===== src/hw/i2c_master_pkg.sv =====
// How it works
// [RL1] NAK with bytes left raises idle at once
// [RL2] Master disable releases both lines immediately
// [RL3] Software waits two clock periods before disabling
// [RL4] Alert input is sampled active high
// [RL5] System inverts alert; unusable with shared pins
// [RL6] Alert status flag reads set after reset
// [RL7] Software clears alert flag before first transfer
package i2c_master_pkg;

  localparam logic [7:0] CTRL_OFS    = 8'h00;
  localparam logic [7:0] CMD_OFS     = 8'h04;
  localparam logic [7:0] TXDATA_OFS  = 8'h08;
  localparam logic [7:0] RXDATA_OFS  = 8'h0C;
  localparam logic [7:0] STATUS_OFS  = 8'h10;
  localparam logic [7:0] CLEAR_OFS   = 8'h14;
  localparam logic [7:0] DIVIDER_OFS = 8'h18;

  localparam int CTRL_ENABLE_BIT  = 0;
  localparam int CTRL_DISABLE_BIT = 1;

  localparam int CMD_ADDR_LSB  = 0;
  localparam int CMD_READ_BIT  = 7;
  localparam int CMD_COUNT_LSB = 8;

  localparam int ST_IDLE     = 0;
  localparam int ST_RX_FULL  = 1;
  localparam int ST_TX_EMPTY = 2;
  localparam int ST_NAK      = 3;
  localparam int ST_ALERT    = 4;
  localparam int ST_ENABLED  = 5;

  localparam logic IDLE_RESET  = 1'b1;
  localparam logic ALERT_RESET = 1'b1;

  localparam int CLK_PERIOD_NS  = 4;
  localparam int SCL_PERIOD_NS  = 10000;
  localparam int QUARTER_CYCLES = SCL_PERIOD_NS / (4 * CLK_PERIOD_NS);
  localparam logic [15:0] DIV_RESET = 16'(QUARTER_CYCLES);

  typedef enum logic [1:0] {
    OP_START,
    OP_WRITE,
    OP_READ,
    OP_STOP
  } op_t;

endpackage


===== src/hw/bit_engine_if.sv =====
interface bit_engine_if;
  logic                go;
  i2c_master_pkg::op_t op;
  logic [7:0]          tx_byte;
  logic                nak_out;
  logic                abort;
  logic [15:0]         quarter;
  logic                ready;
  logic                done;
  logic [7:0]          rx_byte;
  logic                nak;

  modport ctrl (
    output go, op, tx_byte, nak_out, abort, quarter,
    input  ready, done, rx_byte, nak
  );
  modport engine (
    input  go, op, tx_byte, nak_out, abort, quarter,
    output ready, done, rx_byte, nak
  );
endinterface


===== src/hw/i2c_bit_engine.sv =====
module i2c_bit_engine (
  input  wire logic    clk,
  input  wire logic    reset,
  bit_engine_if.engine bus,
  input  wire logic    scl_in,
  input  wire logic    sda_in,
  output logic         scl_oe,
  output logic         sda_oe
);
  typedef enum logic {E_IDLE, E_RUN} eng_state_t;

  eng_state_t          state;
  i2c_master_pkg::op_t op;
  logic                scl_meta;
  logic                scl_sync;
  logic                sda_meta;
  logic                sda_sync;
  logic [15:0]         tick;
  logic [1:0]          quarter;
  logic [3:0]          bitn;
  logic [8:0]          shift;
  logic [7:0]          rx;
  logic                nak;
  logic                done;
  logic                scl_low;
  logic                sda_low;

  // The slave may hold the clock low; the rising quarter waits for it
  wire tick_end = tick == 16'h0000;
  wire stretch  = quarter == 2'h1 && !scl_sync;
  wire step     = state == E_RUN && tick_end && !stretch;
  wire byte_op  = op == i2c_master_pkg::OP_WRITE ||
                  op == i2c_master_pkg::OP_READ;
  wire last_bit = !byte_op || bitn == 4'h8;
  wire op_end   = step && quarter == 2'h3 && last_bit;
  wire launch   = state == E_IDLE && bus.go && !bus.abort;
  wire is_start = op == i2c_master_pkg::OP_START;
  wire is_stop  = op == i2c_master_pkg::OP_STOP;

  assign bus.ready   = state == E_IDLE;
  assign bus.done    = done;
  assign bus.rx_byte = rx;
  assign bus.nak     = nak;
  assign scl_oe      = scl_low;
  assign sda_oe      = sda_low;

  always_ff @(posedge clk) begin
    scl_meta <= scl_in;
    scl_sync <= scl_meta;
    sda_meta <= sda_in;
    sda_sync <= sda_meta;
  end

  always_ff @(posedge clk) begin
    if (reset || bus.abort) begin
      state <= E_IDLE;
      done  <= 1'b0;
    end else begin
      done <= op_end;
      if (launch) begin
        state <= E_RUN;
      end else if (op_end) begin
        state <= E_IDLE;
      end
    end
  end

  always_ff @(posedge clk) begin
    if (reset) begin
      tick    <= 16'h0000;
      quarter <= 2'h0;
      bitn    <= 4'h0;
      op      <= i2c_master_pkg::OP_START;
      shift   <= 9'h1FF;
    end else if (launch) begin
      tick    <= bus.quarter - 16'h0001;
      quarter <= 2'h0;
      bitn    <= 4'h0;
      op      <= bus.op;
      shift   <= bus.op == i2c_master_pkg::OP_READ ?
                 {8'hFF, bus.nak_out} : {bus.tx_byte, 1'b1};
    end else if (step) begin
      tick    <= bus.quarter - 16'h0001;
      quarter <= quarter + 2'h1;
      if (quarter == 2'h3) begin
        bitn  <= bitn + 4'h1;
        shift <= {shift[7:0], 1'b1};
      end
    end else if (!tick_end) begin
      tick <= tick - 16'h0001;
    end
  end

  always_ff @(posedge clk) begin
    if (reset) begin
      rx  <= 8'h00;
      nak <= 1'b0;
    end else if (step && quarter == 2'h1 && byte_op) begin
      if (bitn == 4'h8) begin
        nak <= sda_sync;
      end else begin
        rx <= {rx[6:0], sda_sync};
      end
    end
  end

  // Released lines float high; abort lets go of both at once
  always_ff @(posedge clk) begin
    if (reset || bus.abort) begin
      scl_low <= 1'b0;
      sda_low <= 1'b0;
    end else if (launch) begin
      unique case (bus.op)
        i2c_master_pkg::OP_START: sda_low <= 1'b0;
        i2c_master_pkg::OP_STOP:  sda_low <= 1'b1;
        // The slave drives the first bit of a read byte
        i2c_master_pkg::OP_READ:  sda_low <= 1'b0;
        i2c_master_pkg::OP_WRITE: sda_low <= !bus.tx_byte[7];
      endcase
    end else if (step) begin
      unique case (quarter)
        2'h0: scl_low <= 1'b0;
        2'h1: if (is_start) begin
          sda_low <= 1'b1;
        end
        2'h2: if (is_stop) begin
          sda_low <= 1'b0;
        end else begin
          scl_low <= 1'b1;
        end
        2'h3: if (!last_bit) begin
          sda_low <= !shift[7];
        end
      endcase
    end
  end
endmodule


===== src/hw/i2c_master.sv =====
// Implementation choices: the register addresses and the strobed register port.
module i2c_master #(
  parameter logic [15:0] QUARTER_RESET = i2c_master_pkg::DIV_RESET
) (
  input  wire logic        clk,
  input  wire logic        reset,
  input  wire logic [7:0]  addr,
  input  wire logic [31:0] wdata,
  input  wire logic        wr,
  input  wire logic        rd,
  output logic      [31:0] rdata,
  input  wire logic        scl_in,
  output logic             scl_out,
  output logic             scl_oe,
  input  wire logic        sda_in,
  output logic             sda_out,
  output logic             sda_oe,
  input  wire logic        alert_input
);
  typedef enum logic [2:0] {
    M_IDLE,
    M_START,
    M_ADDR,
    M_DATA,
    M_STOP
  } mstate_t;

  mstate_t     state;
  mstate_t     next_state;
  logic        enabled;
  logic        idle;
  logic        nak_flag;
  logic        alert_flag;
  logic        alert_meta;
  logic        alert_sync;
  logic [7:0]  tx_data;
  logic        tx_full;
  logic [7:0]  rx_data;
  logic        rx_full;
  logic [6:0]  slave_addr;
  logic        read_dir;
  logic [7:0]  count;
  logic [15:0] quarter;
  logic        pending;
  logic [31:0] status_word;
  logic [31:0] read_word;

  bit_engine_if eng_bus ();

  i2c_bit_engine u_engine (
    .clk    (clk),
    .reset  (reset),
    .bus    (eng_bus.engine),
    .scl_in (scl_in),
    .sda_in (sda_in),
    .scl_oe (scl_oe),
    .sda_oe (sda_oe)
  );

  // Open drain: a driven line is always pulled low
  assign scl_out = 1'b0;
  assign sda_out = 1'b0;

  wire wr_ctrl  = wr && addr == i2c_master_pkg::CTRL_OFS;
  wire wr_cmd   = wr && addr == i2c_master_pkg::CMD_OFS;
  wire wr_tx    = wr && addr == i2c_master_pkg::TXDATA_OFS;
  wire wr_clear = wr && addr == i2c_master_pkg::CLEAR_OFS;
  wire wr_div   = wr && addr == i2c_master_pkg::DIVIDER_OFS;
  wire rd_rx    = rd && addr == i2c_master_pkg::RXDATA_OFS;

  wire disable_req = wr_ctrl && wdata[i2c_master_pkg::CTRL_DISABLE_BIT];
  wire enable_req  = wr_ctrl && wdata[i2c_master_pkg::CTRL_ENABLE_BIT] &&
                     !disable_req;
  wire start_req   = wr_cmd && enabled && state == M_IDLE;

  wire eng_done  = eng_bus.done;
  wire in_addr   = state == M_ADDR;
  wire in_write  = state == M_DATA && !read_dir;
  wire in_read   = state == M_DATA && read_dir;
  wire last_byte = count == 8'h01;
  wire got_nak   = eng_done && eng_bus.nak && (in_addr || in_write);

  // The early idle is not a bus-free indication: a stop still follows
  wire early_idle = got_nak && (in_addr ? count != 8'h00 : !last_byte);
  wire stop_done  = state == M_STOP && eng_done;
  wire data_ok    = state != M_DATA || (read_dir ? !rx_full : tx_full);
  wire issue      = !pending && eng_bus.ready && state != M_IDLE &&
                    data_ok && !disable_req;
  wire alert_set  = alert_sync && enabled;
  wire clr_nak    = wr_clear && wdata[i2c_master_pkg::ST_NAK];
  wire clr_alert  = wr_clear && wdata[i2c_master_pkg::ST_ALERT];
  wire rx_set     = in_read && eng_done;
  wire tx_take    = issue && in_write;

  assign eng_bus.go      = issue;
  assign eng_bus.abort   = disable_req; // see [RL2]
  assign eng_bus.quarter = quarter;
  assign eng_bus.nak_out = last_byte;
  assign eng_bus.tx_byte = in_addr ? {slave_addr, read_dir} : tx_data;
  assign eng_bus.op      = state == M_START ? i2c_master_pkg::OP_START :
                           state == M_STOP  ? i2c_master_pkg::OP_STOP  :
                           in_read          ? i2c_master_pkg::OP_READ  :
                                              i2c_master_pkg::OP_WRITE;

  always_comb begin
    next_state = state;
    if (disable_req) begin
      next_state = M_IDLE; // see [RL2]
    end else begin
      unique case (state)
        M_IDLE: if (start_req) begin
          next_state = M_START;
        end
        M_START: if (eng_done) begin
          next_state = M_ADDR;
        end
        M_ADDR: if (eng_done) begin
          next_state = eng_bus.nak || count == 8'h00 ? M_STOP : M_DATA;
        end
        M_DATA: if (eng_done) begin
          next_state = got_nak || last_byte ? M_STOP : M_DATA;
        end
        M_STOP: if (stop_done) begin
          next_state = M_IDLE;
        end
      endcase
    end
  end

  always_ff @(posedge clk) begin
    if (reset) begin
      state   <= M_IDLE;
      pending <= 1'b0;
    end else begin
      state <= next_state;
      if (disable_req || eng_done) begin
        pending <= 1'b0;
      end else if (issue) begin
        pending <= 1'b1;
      end
    end
  end

  always_ff @(posedge clk) begin
    if (reset) begin
      enabled <= 1'b0;
    end else if (disable_req) begin
      enabled <= 1'b0;
    end else if (enable_req) begin
      enabled <= 1'b1;
    end
  end

  always_ff @(posedge clk) begin
    if (reset) begin
      idle <= i2c_master_pkg::IDLE_RESET;
    end else if (disable_req || early_idle || stop_done) begin
      idle <= 1'b1; // see [RL1]
    end else if (start_req) begin
      idle <= 1'b0;
    end
  end

  always_ff @(posedge clk) begin
    if (reset) begin
      slave_addr <= 7'h00;
      read_dir   <= 1'b0;
      count      <= 8'h00;
    end else if (start_req) begin
      slave_addr <= wdata[i2c_master_pkg::CMD_ADDR_LSB +: 7];
      read_dir   <= wdata[i2c_master_pkg::CMD_READ_BIT];
      count      <= wdata[i2c_master_pkg::CMD_COUNT_LSB +: 8];
    end else if (state == M_DATA && eng_done) begin
      count <= count - 8'h01;
    end
  end

  always_ff @(posedge clk) begin
    if (reset) begin
      quarter <= QUARTER_RESET;
    end else if (wr_div) begin
      quarter <= wdata[15:0] == 16'h0000 ? 16'h0001 : wdata[15:0];
    end
  end

  // Only the second stage is read; the first may be metastable
  always_ff @(posedge clk) begin
    alert_meta <= alert_input;
    alert_sync <= alert_meta;
  end

  // Hardware sets win over software clears in the same cycle
  always_ff @(posedge clk) begin
    if (reset) begin
      alert_flag <= i2c_master_pkg::ALERT_RESET; // see [RL6]
    end else if (alert_set) begin
      alert_flag <= 1'b1; // see [RL4]
    end else if (clr_alert) begin
      alert_flag <= 1'b0;
    end
  end

  always_ff @(posedge clk) begin
    if (reset) begin
      nak_flag <= 1'b0;
    end else if (got_nak) begin
      nak_flag <= 1'b1;
    end else if (clr_nak) begin
      nak_flag <= 1'b0;
    end
  end

  always_ff @(posedge clk) begin
    if (reset) begin
      tx_data <= 8'h00;
      tx_full <= 1'b0;
    end else begin
      if (wr_tx) begin
        tx_data <= wdata[7:0];
      end
      if (wr_tx) begin
        tx_full <= 1'b1;
      end else if (tx_take) begin
        tx_full <= 1'b0;
      end
    end
  end

  always_ff @(posedge clk) begin
    if (reset) begin
      rx_data <= 8'h00;
      rx_full <= 1'b0;
    end else if (rx_set) begin
      rx_data <= eng_bus.rx_byte;
      rx_full <= 1'b1;
    end else if (rd_rx) begin
      rx_full <= 1'b0;
    end
  end

  always_comb begin
    status_word = 32'h00000000;
    status_word[i2c_master_pkg::ST_IDLE]     = idle;
    status_word[i2c_master_pkg::ST_RX_FULL]  = rx_full;
    status_word[i2c_master_pkg::ST_TX_EMPTY] = !tx_full;
    status_word[i2c_master_pkg::ST_NAK]      = nak_flag;
    status_word[i2c_master_pkg::ST_ALERT]    = alert_flag;
    status_word[i2c_master_pkg::ST_ENABLED]  = enabled;
  end

  always_comb begin
    unique case (addr)
      i2c_master_pkg::CTRL_OFS:    read_word = {31'h00000000, enabled};
      i2c_master_pkg::CMD_OFS:     read_word = {16'h0000, count,
                                                read_dir, slave_addr};
      i2c_master_pkg::TXDATA_OFS:  read_word = {24'h000000, tx_data};
      i2c_master_pkg::RXDATA_OFS:  read_word = {24'h000000, rx_data};
      i2c_master_pkg::STATUS_OFS:  read_word = status_word;
      i2c_master_pkg::DIVIDER_OFS: read_word = {16'h0000, quarter};
      default:                     read_word = 32'h00000000;
    endcase
  end

  always_ff @(posedge clk) begin
    if (reset) begin
      rdata <= 32'h00000000;
    end else begin
      rdata <= rd ? read_word : 32'h00000000;
    end
  end
endmodule


===== config.mk =====
export PLATFORM = sky130hd
export DESIGN_NAME = i2c_master
export DESIGN_NICKNAME = d
export VERILOG_FILES = /design/src/hw/i2c_master_pkg.sv /design/src/hw/bit_engine_if.sv /design/src/hw/i2c_bit_engine.sv /design/src/hw/i2c_master.sv
export SDC_FILE = /design/constraint.sdc
export NUM_CORES = 1
export LEC_CHECK = 0
export BUFFER_PORTS_ARGS = -buffer_cell sky130_fd_sc_hd__buf_2
export CORE_MARGIN = 2
export CORE_UTILIZATION = 55
export CTS_BUF_LIST = sky130_fd_sc_hd__clkbuf_2 sky130_fd_sc_hd__clkbuf_4 sky130_fd_sc_hd__clkbuf_8
export DETAILED_ROUTE_END_ITERATION = 12
export PLACE_DENSITY_LB_ADDON = 0.12
export SYNTH_ARGS = -nofsm -noshare
export SYNTH_HDL_FRONTEND = slang
export SYNTH_SLANG_ARGS = --single-unit

===== constraint.sdc =====
create_clock -name clk -period 6.1 [get_ports clk]
set_input_delay 0.61 -clock clk [delete_from_list [all_inputs] [get_ports clk]]
set_output_delay 0.61 -clock clk [all_outputs]
set_load 0.005 [all_outputs]

### Yosys cells after proc, flatten, opt, wreduce, memory -nomap -nowiden

Cells that the tools add are included.

* bits in registers: 141
* bits of input ports: 47
* output and inout port bits: 36
* logic and storage cells: 205

* add/subtract/negate cells: 5
* eq/ne operators: 32
* mux-type cells: 42
* bitwise logic cells: 4
* reductions and logical operators: 90

Operators by type and width (number)
* $pmux 16 s6: 1
* $mux 16: 4
* $mux 8: 7
* $logic_and 1x1->1: 36
* $logic_not 16->1: 2
* $sub 16x1->16 const B: 2
* $eq 8x5->1 const B: 3
* $mux 3: 7
* $eq 8x4->1 const B: 2
* $logic_not 8->1: 2
* $mux 1: 16
* $reduce_bool 2->1: 8
* $pmux 3 s5: 1
* $reduce_or 2->1: 7
* $eq 2x2->1 const B: 6
* $logic_not 1->1: 11
* $logic_or 1x1->1: 10
* $reduce_and 5->1: 2
* $eq 8x1->1 const B: 1
* $eq 8x3->1 const B: 1
* $reduce_and 2->1: 4
* $reduce_bool 8->1: 1
* $sub 8x1->8 const B: 1
* $eq 2x1->1 const B: 3
* other kinds (20): 35

### Depth between registers and ports, before layout

Gate-level depths: netlist (run 1).

* depth after elaboration: 9
* depth in mapped cells: 9
* gate-level depth less buffers: 7

### By module

A second synthesis (run 1) with hierarchy kept.

* cell total of the unflattened synthesis: 757
* area, all modules: 6401.1 µm²

By module, submodules not included
* i2c_master: times used 1, cells an instance 443, area an instance 3758.6 µm², seq. area each 1521.5 µm²
* i2c_bit_engine: times used 1, cells an instance 314, area an instance 2642.5 µm², seq. area each 980.9 µm²

### Worst setup path before layout (run 1)

No wires, ideal clock.

* path kind: register to register
* start: reg u_engine.tick[4]
* end: reg u_engine.sda_low (netlist: u_engine.sda_oe)
* setup time: 135 ps
* data arrival time: 2288 ps
* data required time: 5965 ps
* setup slack: 3677 ps
* stages on the path, launching flop included: 9
* buffers on the path: 3
* clock period less this slack: 2423 ps
* path through: dfxtp_1 -> buf_6 -> or4_4 -> buf_6 -> or4_4 -> buf_6 -> a2111oi_4 -> mux2i_1 -> a211oi_2

* longest elaborated chain between the ends: 5

RTL lines
* start, declared: RTL line i2c_bit_engine.sv:18 `logic [15:0] tick;`
* start signal, assigned: RTL line i2c_bit_engine.sv:76 `tick <= bus.quarter - 16'h0001;`
* start signal, assigned: RTL line i2c_bit_engine.sv:83 `tick <= bus.quarter - 16'h0001;`
* start signal, assigned: RTL line i2c_bit_engine.sv:90 `tick <= tick - 16'h0001;`
* $logic_not 16->1: RTL line i2c_bit_engine.sv:29 `wire tick_end = tick == 16'h0000;`
* $logic_and 1x1->1 (2 in a row): RTL line i2c_bit_engine.sv:31 `wire step = state == E_RUN && tick_end && !stretch;`
* $reduce_bool 2->1 (no line)
* $reduce_and 5->1 (no line)
* end signal, assigned: RTL line i2c_bit_engine.sv:118 `i2c_master_pkg::OP_WRITE: sda_low <= !bus.tx_byte[7];`
* end signal, assigned: RTL line i2c_bit_engine.sv:132 `sda_low <= !shift[7];`
* end, declared: RTL line i2c_bit_engine.sv:26 `logic sda_low;`

Every way passes these cells.
A chain may end at the register's enable or synchronous reset.

### Worst setup path in the final report (run 1)

* start: reg u_engine.tick[0]
* end: reg u_engine.rx[7] (netlist: u_engine.bus.rx_byte[7])

* longest elaborated chain between the ends: 6

RTL lines
* $logic_not 16->1: RTL line i2c_bit_engine.sv:29
* $logic_and 1x1->1 (2 in a row): RTL line i2c_bit_engine.sv:31
* $logic_and 1x1->1 (2 in a row): RTL line i2c_bit_engine.sv:98 `end else if (step && quarter == 2'h1 && byte_op) begin`
* $reduce_and 2->1 (no line)
* end signal, assigned: RTL line i2c_bit_engine.sv:102 `rx <= {rx[6:0], sda_sync};`
* end, declared: RTL line i2c_bit_engine.sv:22 `logic [7:0] rx;`

Every way passes these cells.

==> results_dict.tcl, run 1 <==
set metrics [dict create \
    share_comb_of_total_power_pct 17.7 \
    ant_nets 0 \
    core_area_mm2 0.01094 \
    num-fill-cells 983 \
    slew-limit-headroom_pct 24.29 \
    syn2layout_area_growth_pct 10.28 \
    gp_congestion 0.9184 \
    post-route-util_pct 62.62 \
    routed.top_layer "met4" \
    hold_path.startpoint "scl_in" \
    powerDensity_mw_per_mm2 301.4 \
    dr.pass1.iters 6 \
    clock_power_share_pct 39.2 \
    synth_compound_area_share_pct 19.56 \
    wl_um 16160 \
    final_cell_mix "dfxtp_1 (125), nor2_1 (72), nand2_1 (61), a21oi_1 (61), buf_2 (48)" \
    synthXorXnorAreaFrac_pct 2.539 \
    worst_setup_path_end_kind "flip-flop" \
    wl_met2_um 7253 \
    synth_top_family_by_area "simple AND/OR/NAND/NOR gates" \
    skew_ns 0.009673 \
    worst_ep_arrival_time_ns 3.66 \
    drt_iter0_drc 469 \
    die_h_um 110.3 \
    status "completed" \
    fin_setup_tns_ns 0 \
    synth_warnings 0 \
    io_pins 83 \
    synth.area.mux_share_pct 5.622 \
    htree_levels 4 \
    synth_enable_flop_cells 0 \
    clk_latency_ns 0.45 \
    postCtsSetupBuffers 0 \
    sw_frac_of_total_pct 27.99 \
    cts_sinks 125 \
    synth_cells 731 \
    port_buffers 48 \
    power.leakage_nw 2.595 \
    numCtsBuffers 17 \
    criticalPathCategory "flip-flop to flip-flop" \
    grt-ovfl-total 0 \
    die_area_mm2 0.01216 \
    hp-class "input port to flip-flop" \
    drc 0 \
    fmax_mhz 297.4 \
    synth_simple_gate_area_share_pct 22.77 \
    ys_ff_latch 125 \
    diodes 0 \
    hold_violations 0 \
    cp-startpoint "u_engine.tick[0]$_SDFFE_PP0P_" \
    required_ns 6.40 \
    reg2reg_slack_ns 2.74 \
    rr_worst_depth 8 \
    ctsHoldBuffers 0 \
    rsz0062_at_grt "false" \
    peakVddDrop_uv 162.8 \
    nNetsFinal 810 \
    synthAdderAreaFrac_pct 2.418 \
    hold-path-cell-count 1 \
    final_max_slew_viol_count 0 \
    synth_top_flop_cell "dfxtp_1" \
    tritoncts "yes" \
    clkTransAtPathRegs_ns 0.07 \
    grt_max_degree 91 \
    cts-root-buf "clkbuf_8" \
    finalSetupViolCount 0 \
    cap_violations 0 \
    r2r_start "u_engine.tick[0]$_SDFFE_PP0P_" \
    wl_met1_um 7367 \
    dp_hpwl_um 11250 \
    hold_slack_ns 0.2623 \
    syn_area_mm2 0.006210 \
    cp_max_fo 14 \
    worstReg2RegEnd "u_engine.bus.rx_byte[7]$_SDFFE_PP0P_" \
    track_usage_pct 27.75 \
    die_w_um 110.3 \
    clock_path_buffers 2 \
    grt_pass1_vias 5005 \
    antenna_found_initial 0 \
    grt_pass1_wl_um 25740 \
    internal_power_w 0.001486 \
    ys_types 65 \
    tightest_slew_ns 1.133 \
    synth.avg_cell_area_um2 8.495 \
    cts.repair.resized 0 \
    hold-path-endpoint "u_engine.scl_meta$_DFF_P_" \
    power_w 0.002064 \
    wl_per_cell_um 17.87 \
    startpoint_type "flip-flop" \
    initial_utilization_pct 56.78 \
    seqPwrFrac_pct 43.0 \
    min_period_over_period_pct 55.12 \
    period_minus_slack_ns 3.362 \
    wl_met3_um 1215 \
    via_per_inst 6.142 \
    vias 5552 \
    power.switching_w 0.0005778 \
    rows 38 \
    drive_gt1_share_pct 14.14 \
    layout_commonest_cell "dfxtp_1" \
    dpl_worst_slack_ns 2.777 \
    setup_ws_ns 2.738 \
    seq_area_frac_synth_pct 40.30 \
    async_flop_share_pct 0 \
]
-- Yosys cell counts, types with 3 or more instances --
cell type / instances / share of area [%]
ha_1: 12 / 2.4
o22ai_1: 5 / 0.50
a221oi_1: 3 / 0.42
buf_6: 3 / 0.54
nor4b_1: 9 / 1.3
xnor2_1: 10 / 1.4
clkbuf_1: 44 / 2.7
or4_1: 4 / 0.48
a31oi_1: 3 / 0.30
nor3_1: 15 / 1.2
a22oi_1: 19 / 2.3
dfxtp_1: 125 / 40
nand3_1: 34 / 2.7
mux2_2: 7 / 1.3
nand2_1: 61 / 3.7
nor4_1: 21 / 2.1
nand3b_1: 7 / 0.85
nand2b_1: 10 / 1.0
nand4_1: 11 / 1.1
buf_4: 18 / 2.2
mux2i_1: 27 / 4.4
o21ai_0: 20 / 1.6
a21o_1: 4 / 0.48
o31ai_1: 3 / 0.36
or3_1: 5 / 0.50
a32oi_1: 3 / 0.42
xor2_1: 8 / 1.1
nor2_1: 72 / 4.4
and2_1: 4 / 0.40
a211oi_1: 7 / 0.85
a221o_1: 4 / 0.64
inv_1: 16 / 0.97
a22o_1: 11 / 1.6
buf_2: 4 / 0.32
a222oi_1: 5 / 0.81
o31a_1: 3 / 0.42
or2_2: 5 / 0.50
nor2b_1: 5 / 0.50
and3_1: 3 / 0.30
a21oi_1: 61 / 4.9
a311oi_1: 4 / 0.56
and4_1: 3 / 0.42
o22a_1: 6 / 0.85
-- critical path, cell delays in order, from the launching register on --
cell     delay [ns]
dfxtp_1        0.34
inv_1          0.10
ha_1           0.20
nor4b_1        0.26
buf_4          0.19
nand4_1        0.61
nor4b_2        1.17
mux2i_1        0.29
nor2_1         0.05
-- power by group through the flow --
stage / logic (W) / registers, W / clock network [W]
6_report: 0.000366 / 0.000888 / 0.000810
5_1_grt: 0.000409 / 0.000893 / 0.000858
4_1_cts: 0.000363 / 0.000886 / 0.000819
3_5_place_dp: 0.000358 / 0.000905 / 0
3_3_place_gp: 0.000349 / 0.000901 / 0
2_1_floorplan: 0.000318 / 0.000890 / 0
-- state kept, by name, indices dropped and copies added, names as in the netlist, 2 cells and up --
| register | count |
|---|---|
| count | 8 |
| u_engine.quarter | 2 |
| rx_data | 8 |
| eng_bus.quarter | 16 |
| u_engine.shift | 8 |
| tx_data | 8 |
| slave_addr | 7 |
| u_engine.tick | 16 |
| u_engine.bus.rx_byte | 8 |
| u_engine.op | 2 |
| state | 3 |
| u_engine.bitn | 4 |
| rdata | 16 |
-- worst max path at each step --
stage / to
3_3_place_gp: u_engine.bus.rx_byte[7]$_SDFFE_PP0P_
3_5_place_dp: u_engine.bus.rx_byte[7]$_SDFFE_PP0P_
6_report: u_engine.bus.rx_byte[7]$_SDFFE_PP0P_
5_1_grt: u_engine.bus.rx_byte[5]$_SDFFE_PP0P_
2_1_floorplan: u_engine.sda_oe$_SDFFE_PP0P_
4_1_cts: u_engine.bus.rx_byte[7]$_SDFFE_PP0P_
-- metal layers --
layer,vias up,GRT usage [%]
met5,-,0
met4,0,10.63
met3,30,6.584
met2,255,41.37
met1,2595,38.87
li1,2672,-
-- cells by family after synthesis --
kind of cell	Yosys count
DFF	125
other	1
buffers and inverters	86
xor gates and xnor gates	18
muxes	34
adders and majority gates	12
and+or+nand+nor	278
AOI/OAI and AO/OA	177
-- layout make-up --
class / count / area, µm² / share of cell area [%]
Multi-Input combinational cell: 537 / 3378 / 49.33
Sequential cell: 125 / 2502 / 36.54
Timing Repair Buffer: 54 / 285.3 / 4.166
Clock buffer: 21 / 282.8 / 4.129
Tap cell: 140 / 175.2 / 2.558
Clock inverter: 11 / 163.9 / 2.394
Inverter: 16 / 60.06 / 0.8770
-- through the flow --
stage	instance area, µm²	cells
after floorplan	6274	748
after global placement	6401	872
after detailed placement	6401	872
after CTS	6848	904
after global routing	6848	904
final	6848	904
Power figures use the tool's default switching activity.
==> run 2, diff against run 1 <==
--- a/config.mk
+++ b/config.mk
@@ -5,9 +5,10 @@
 export SDC_FILE = /design/constraint.sdc
 export NUM_CORES = 1
 export LEC_CHECK = 0
+export ABC_AREA = 1
 export BUFFER_PORTS_ARGS = -buffer_cell sky130_fd_sc_hd__buf_2
 export CORE_MARGIN = 2
-export CORE_UTILIZATION = 55
+export CORE_UTILIZATION = 54
 export CTS_BUF_LIST = sky130_fd_sc_hd__clkbuf_2 sky130_fd_sc_hd__clkbuf_4 sky130_fd_sc_hd__clkbuf_8
 export DETAILED_ROUTE_END_ITERATION = 12
 export PLACE_DENSITY_LB_ADDON = 0.12
==> constraint.sdc (replaced) <==
create_clock -name clk -period 2.8 [get_ports clk]
set_input_delay 0.28 -clock clk [delete_from_list [all_inputs] [get_ports clk]]
set_output_delay 0.28 -clock clk [all_outputs]
set_load 0.005 [all_outputs]
==> results_dict.tcl, run 2 <==
set metrics [dict create \
    required_ns 3.14 \
    clk_latency_ns 0.45 \
    synth_top_flop_cell "dfxtp_1" \
    htree_levels 4 \
    ys_types 46 \
    hold_violations 0 \
    setup_ws_ns 0.7924 \
    multi_input_area_mm2 0.003452 \
    wl_per_cell_um 14.52 \
    dpl_worst_slack_ns 0.8193 \
    synth_cells 932 \
    rr_worst_depth 10 \
    worst_setup_path_end_kind "flip-flop" \
    wl_um 16540 \
    synth_enable_flop_cells 0 \
    cts_sinks 125 \
    syn2layout_area_growth_pct 10.49 \
    worst-path-buf-inv 2 \
    min_period_over_period_pct 71.70 \
    grt-ovfl-total 0 \
    final_max_slew_viol_count 0 \
    rows 40 \
    cap_violations 0 \
    reg2reg_slack_ns 0.79 \
    tritoncts "yes" \
    drive_gt1_share_pct 13.81 \
    worstReg2RegEnd "u_engine.sda_oe$_SDFFE_PP0P_" \
    cp.depth 10 \
    synth_warnings 0 \
    diodes 0 \
    drt_iter0_drc 612 \
    antenna_found_initial 0 \
    finalSetupViolCount 0 \
    die_w_um 114.4 \
    core_area_mm2 0.01196 \
    ant_nets 0 \
    die_area_mm2 0.01309 \
    power_w 0.004938 \
    skew_ns 0.008309 \
    hold-path-cell-count 3 \
    drc 0 \
    path_cells "inv_1 > ha_1 > nand2_1 > inv_1 > nor2_4 > nand4_1 > nor2_1 > nor2_1 > nor2_1 > nor2_1" \
    slew-limit-headroom_pct 37.04 \
    grt_pass1_vias 5492 \
    die_h_um 114.4 \
    peakVddDrop_uv 409.9 \
    track_usage_pct 26.13 \
    gp_congestion 0.9430 \
    fmax_mhz 498.1 \
    io_pins 83 \
    r2r_start "u_engine.quarter[1]$_SDFFE_PP0P_" \
    clock_path_buffers 2 \
    port_buffers 48 \
    hp-class "input port to flip-flop" \
    powerDensity_mw_per_mm2 679.1 \
    ys_top_cells_by_area "dfxtp_1 (38%), nand2_1 (12%), nor2_1 (6.5%)" \
    tightest_slew_ns 0.9380 \
    synth_common_cells "nand2_1 (210), dfxtp_1 (125), nor2_1 (114)" \
    criticalPathCategory "flip-flop to flip-flop" \
    grt_pass1_wl_um 26620 \
    vias 6061 \
    fin_setup_tns_ns 0 \
    final_cell_mix "nand2_1 (210), dfxtp_1 (125), nor2_1 (114), inv_1 (92), a21oi_1 (63)" \
    dr.pass1.iters 6 \
    rsz0062_at_grt "false" \
    syn_area_mm2 0.006581 \
    nNetsFinal 1040 \
    via_per_inst 5.321 \
    seqCellArea_mm2 0.002502 \
    grt_max_degree 46 \
    period_minus_slack_ns 2.008 \
    async_flop_share_pct 0 \
    synth.avg_cell_area_um2 7.061 \
    numCtsBuffers 17 \
    top_regs "eng_bus.quarter: 16 flops, rdata: 16 flops, u_engine.tick: 16 flops" \
    yosysMostFrequentCell "nand2_1" \
    hold_path.startpoint "wdata[11]" \
    power.leakage_nw 3.302 \
    ys_ff_latch 125 \
    status "completed" \
    crit_slowest_cell "dfxtp_1" \
    cts-root-buf "clkbuf_8" \
    crit_path_max_incr_delay_ns 0.36 \
    netlist.area_leader.share_pct 38.02 \
    initial_utilization_pct 55.02 \
    cp_max_fo 7 \
    worst_ep_arrival_time_ns 2.34 \
    synth_top_cell_by_area "dfxtp_1" \
    clkTransAtPathRegs_ns 0.07 \
    cpMostUsedCell "nor2_1" \
    cp_top_family "simple AND/OR/NAND/NOR gates" \
    hold-path-endpoint "eng_bus.quarter[11]$_SDFFE_PP0P_" \
    seq_area_frac_synth_pct 38.02 \
    startpoint_type "flip-flop" \
    layout_commonest_cell "nand2_1" \
    dp_hpwl_um 12070 \
    num-fill-cells 1167 \
]
run 2: cell count changes after synthesis, moves of 14 or more:
cell / delta
inv_1: +76
nor4_1: -19
o21ai_0: +29
nand2_1: +149
o21ai_1: +15
nor2_1: +42
nand3_1: +22
inv_2: +14
mux2i_1: -27
clkbuf_1: -35
run 2: logic make-up after synthesis:
logic type,share of synthesized area [%]
other,0.05698
XOR/XNOR,3.327
flip-flops,38.02
adder cells (fa/ha/maj),2.281
buffers and inverters,10.49
AND/OR/NAND/NOR,31.88
AO/OA/AOI/OAI,13.94
run 2: layout make-up:
cell class                      count  share of cell area (%)
Timing Repair Buffer               55                   4.129
Tap cell                          147                   2.529
Clock inverter                      7                   1.514
Inverter                          109                   5.678
Multi-Input combinational cell    673                   47.47
Clock buffer                       23                   4.267
Sequential cell                   125                   34.41
run 2: routing by layer:
| metal | track usage, % | vias to the layer above | wire [µm] |
|---|---|---|---|
| met1 | 35.61 | 2733 | 7638 |
| li1 | - | 3082 | - |
| met4 | 10.89 | 0 | 442 |
| met2 | 39.96 | 208 | 7386 |
| met5 | 0 | - | 0 |
| met3 | 5.876 | 38 | 1067 |
run 2: what timing repair did:
item	in CTS	in global routing
endpoints found under the setup margin	0	0
hold endpoints to repair	3	0
gates resized for setup	0	0
hold buffers	3	0
buffers inserted	0	0
run 2: worst max path at each step:
stage	slack (ns)	endpoint	from
5_1_grt	0.57	u_engine.sda_oe$_SDFFE_PP0P_	u_engine.quarter[1]$_SDFFE_PP0P_
2_1_floorplan	1.21	u_engine.scl_oe$_SDFFE_PP0P_	u_engine.quarter[1]$_SDFFE_PP0P_
3_3_place_gp	0.86	eng_bus.quarter[1]$_SDFFE_PP0P_	addr[7]
4_1_cts	0.82	u_engine.scl_oe$_SDFFE_PP0P_	u_engine.quarter[1]$_SDFFE_PP0P_
6_report	0.79	u_engine.sda_oe$_SDFFE_PP0P_	u_engine.quarter[1]$_SDFFE_PP0P_
3_5_place_dp	0.82	eng_bus.quarter[8]$_SDFFE_PP0P_	addr[7]
run 2: worst min-delay path, stage by stage:
cell    delay (ns)
buf_2         0.10
nor2_1        0.05
nor2_1        0.08
run 2: report_power, final:
group / leakage (nW) / total, W / internal (W) / switching, W
combinational: 2.07 / 0.00127 / 0.000463 / 0.000804
sequential: 1.01 / 0.00198 / 0.00188 / 0.000103
clock: 0.221 / 0.00169 / 0.000994 / 0.000694
run 2: per-stage QoR:
stage	cells	hold slack (ns)	util, %	instance area [µm²]
after floorplan	949	0.3077	-	6645
after global placement	1106	0.3111	57.03	6822
after detailed placement	1106	0.3136	57.03	6822
after CTS	1139	0.08116	60.80	7272
after global routing	1139	0.09788	60.80	7272
final	1139	0.09861	60.80	7272
==> run 3, diff against run 2 <==
==> constraint.sdc (replaced) <==
create_clock -name clk -period 1.7 [get_ports clk]
set_input_delay 0.17 -clock clk [delete_from_list [all_inputs] [get_ports clk]]
set_output_delay 0.17 -clock clk [all_outputs]
set_load 0.005 [all_outputs]
==> results_dict.tcl, run 3 (synthesis gave the netlist of run 2 again) <==
set metrics [dict create \
    wl_per_cell_um 14.94 \
    cp_max_fo 4 \
    cts-root-buf "clkbuf_8" \
    tritoncts "yes" \
    dpl_worst_slack_ns 0.01675 \
    criticalPathCategory "flip-flop to flip-flop" \
    skew_ns 0.009709 \
    status "finished, violations left" \
    hp-class "input port to flip-flop" \
    worst_ep_arrival_time_ns 2.03 \
    clock_path_buffers 2 \
    die_h_um 114.4 \
    rows 40 \
    final_max_slew_viol_count 0 \
    grt_max_degree 47 \
    grt_pass1_wl_um 28100 \
    powerDensity_mw_per_mm2 1099 \
    nNetsFinal 1109 \
    cts_sinks 125 \
    post-route-util_pct 67.18 \
    track_usage_pct 27.40 \
    hold_violations 0 \
    wl_um 18080 \
    io_pins 83 \
    port_buffers 48 \
    final_cell_mix "nand2_1 (210), dfxtp_1 (115), nor2_1 (104), inv_1 (90), a21oi_1 (61)" \
    syn2layout_area_growth_pct 22.09 \
    dr.pass1.iters 5 \
    ant_nets 0 \
    required_ns 2.02 \
    htree_levels 4 \
    finalSetupViolCount 2 \
    violations "setup timing" \
    vias 6404 \
    startpoint_type "flip-flop" \
    setup_ws_ns -0.003391 \
    drt_iter0_drc 555 \
    core_area_mm2 0.01196 \
    cap_violations 0 \
    period_minus_slack_ns 1.703 \
    crit_path_max_incr_delay_ns 0.33 \
    antenna_found_initial 0 \
    via_per_inst 5.293 \
    gp_congestion 0.9954 \
    layout_commonest_cell "nand2_1" \
    drive_gt1_share_pct 22.20 \
    grt-ovfl-total 0 \
    top_regs "eng_bus.quarter: 16 flops, rdata: 16 flops, u_engine.tick: 16 flops" \
    dp_hpwl_um 12650 \
    die_area_mm2 0.01309 \
    fmax_mhz 587.1 \
    crit_slowest_cell "dfxtp_2" \
    fin_setup_tns_ns -0.006113 \
    drc 0 \
    initial_utilization_pct 55.02 \
    grt_pass1_vias 5821 \
    power.leakage_nw 3.664 \
    rsz0062_at_grt "true" \
    peakVddDrop_uv 851.7 \
    layoutNonFillerInstCount 1210 \
    diodes 0 \
    clkTransAtPathRegs_ns 0.07 \
    worst_setup_path_end_kind "flip-flop" \
    clk_latency_ns 0.44 \
    path_cells "inv_2 > ha_4 > nand2_4 > buf_4 > nor2_4 > nand2_1 > inv_2 > nand4_1 > buf_4 > nand2_1 > a21oi_1" \
    min_period_over_period_pct 100.2 \
    die_w_um 114.4 \
    numCtsBuffers 17 \
    dp_cells 1153 \
]
## run 3: cell types whose count changed in the layout (fill, tap and decap cells not counted), sizes merged
cell         delta
bufinv          +1
inv             +1
clkbuf          -2
dlygate4sd3     +6
nand4           +1
buf            +61
clkinvlp        +4
nand2           +1
clkinv          -2
## run 3: final cells by class
| class | count | area (µm²) |
|---|---|---|
| Clock buffer | 21 | 276.5 |
| Clock inverter | 11 | 165.2 |
| Fill cell | 1093 | 3926 |
| Inverter | 109 | 420.4 |
| Multi-Input combinational cell | 675 | 3601 |
| Sequential cell | 125 | 2517 |
| Tap cell | 147 | 183.9 |
| Timing Repair Buffer | 122 | 870.8 |
## run 3: final timing paths
check / from / endpoint / slack, ns / cells past startpoint
max: u_engine.tick[0]$_SDFFE_PP0P_ / u_engine.bitn[0]$_SDFFE_PP0P_ / -0.003 / 11
min: wdata[13] / eng_bus.quarter[13]$_SDFFE_PP0P_ / 0.03 / 3
max reg2reg: u_engine.tick[0]$_SDFFE_PP0P_ / u_engine.bitn[0]$_SDFFE_PP0P_ / -0.003 / 11
min reg2reg: u_engine.sda_meta$_DFF_P_ / u_engine.sda_sync$_DFF_P_ / 0.33 / 0
## run 3: critical path, delay by kind of cell, from the launching register on
| kind | cells | cell delay (ns) |
|---|---|---|
| simple gates | 5 | 0.55 |
| flops | 1 | 0.33 |
| buf+inv | 4 | 0.51 |
| fa+ha+maj | 1 | 0.15 |
| compound gates | 1 | 0.05 |
## run 3: per-layer routing
layer	routed length [µm]	vias up	GRT usage (%)
li1	-	3249	-
met1	7944	2915	35.43
met2	8476	208	44.34
met3	1117	32	7.253
met4	539	0	9.350
met5	0	-	0
## run 3: what timing repair did
action / in CTS / in global routing
hold endpoints to repair: 9 / 0
setup endpoints to repair: 1 / 40
gates cloned: 0 / 2
resized for setup: 2 / 48
setup buffers: 0 / 14
hold buffers: 9 / 0
pin swaps: 0 / 21
## run 3: through the flow
stage / power (W) / area [µm²] / hold WS [ns]
2_1_floorplan: 0.005021 / 6645 / 0.1977
3_3_place_gp: 0.005593 / 7187 / 0.2727
3_5_place_dp: 0.005626 / 7187 / 0.2736
4_1_cts: 0.008523 / 7726 / 0.01335
5_1_grt: 0.009328 / 8035 / 0.03017
6_report: 0.008829 / 8035 / 0.02987
## run 3: power by group
group | internal, W | switching, W | total, W
sequential | 0.00310 | 0.000170 | 0.00327
clock | 0.00170 | 0.00122 | 0.00292
combinational | 0.00114 | 0.00150 | 0.00264
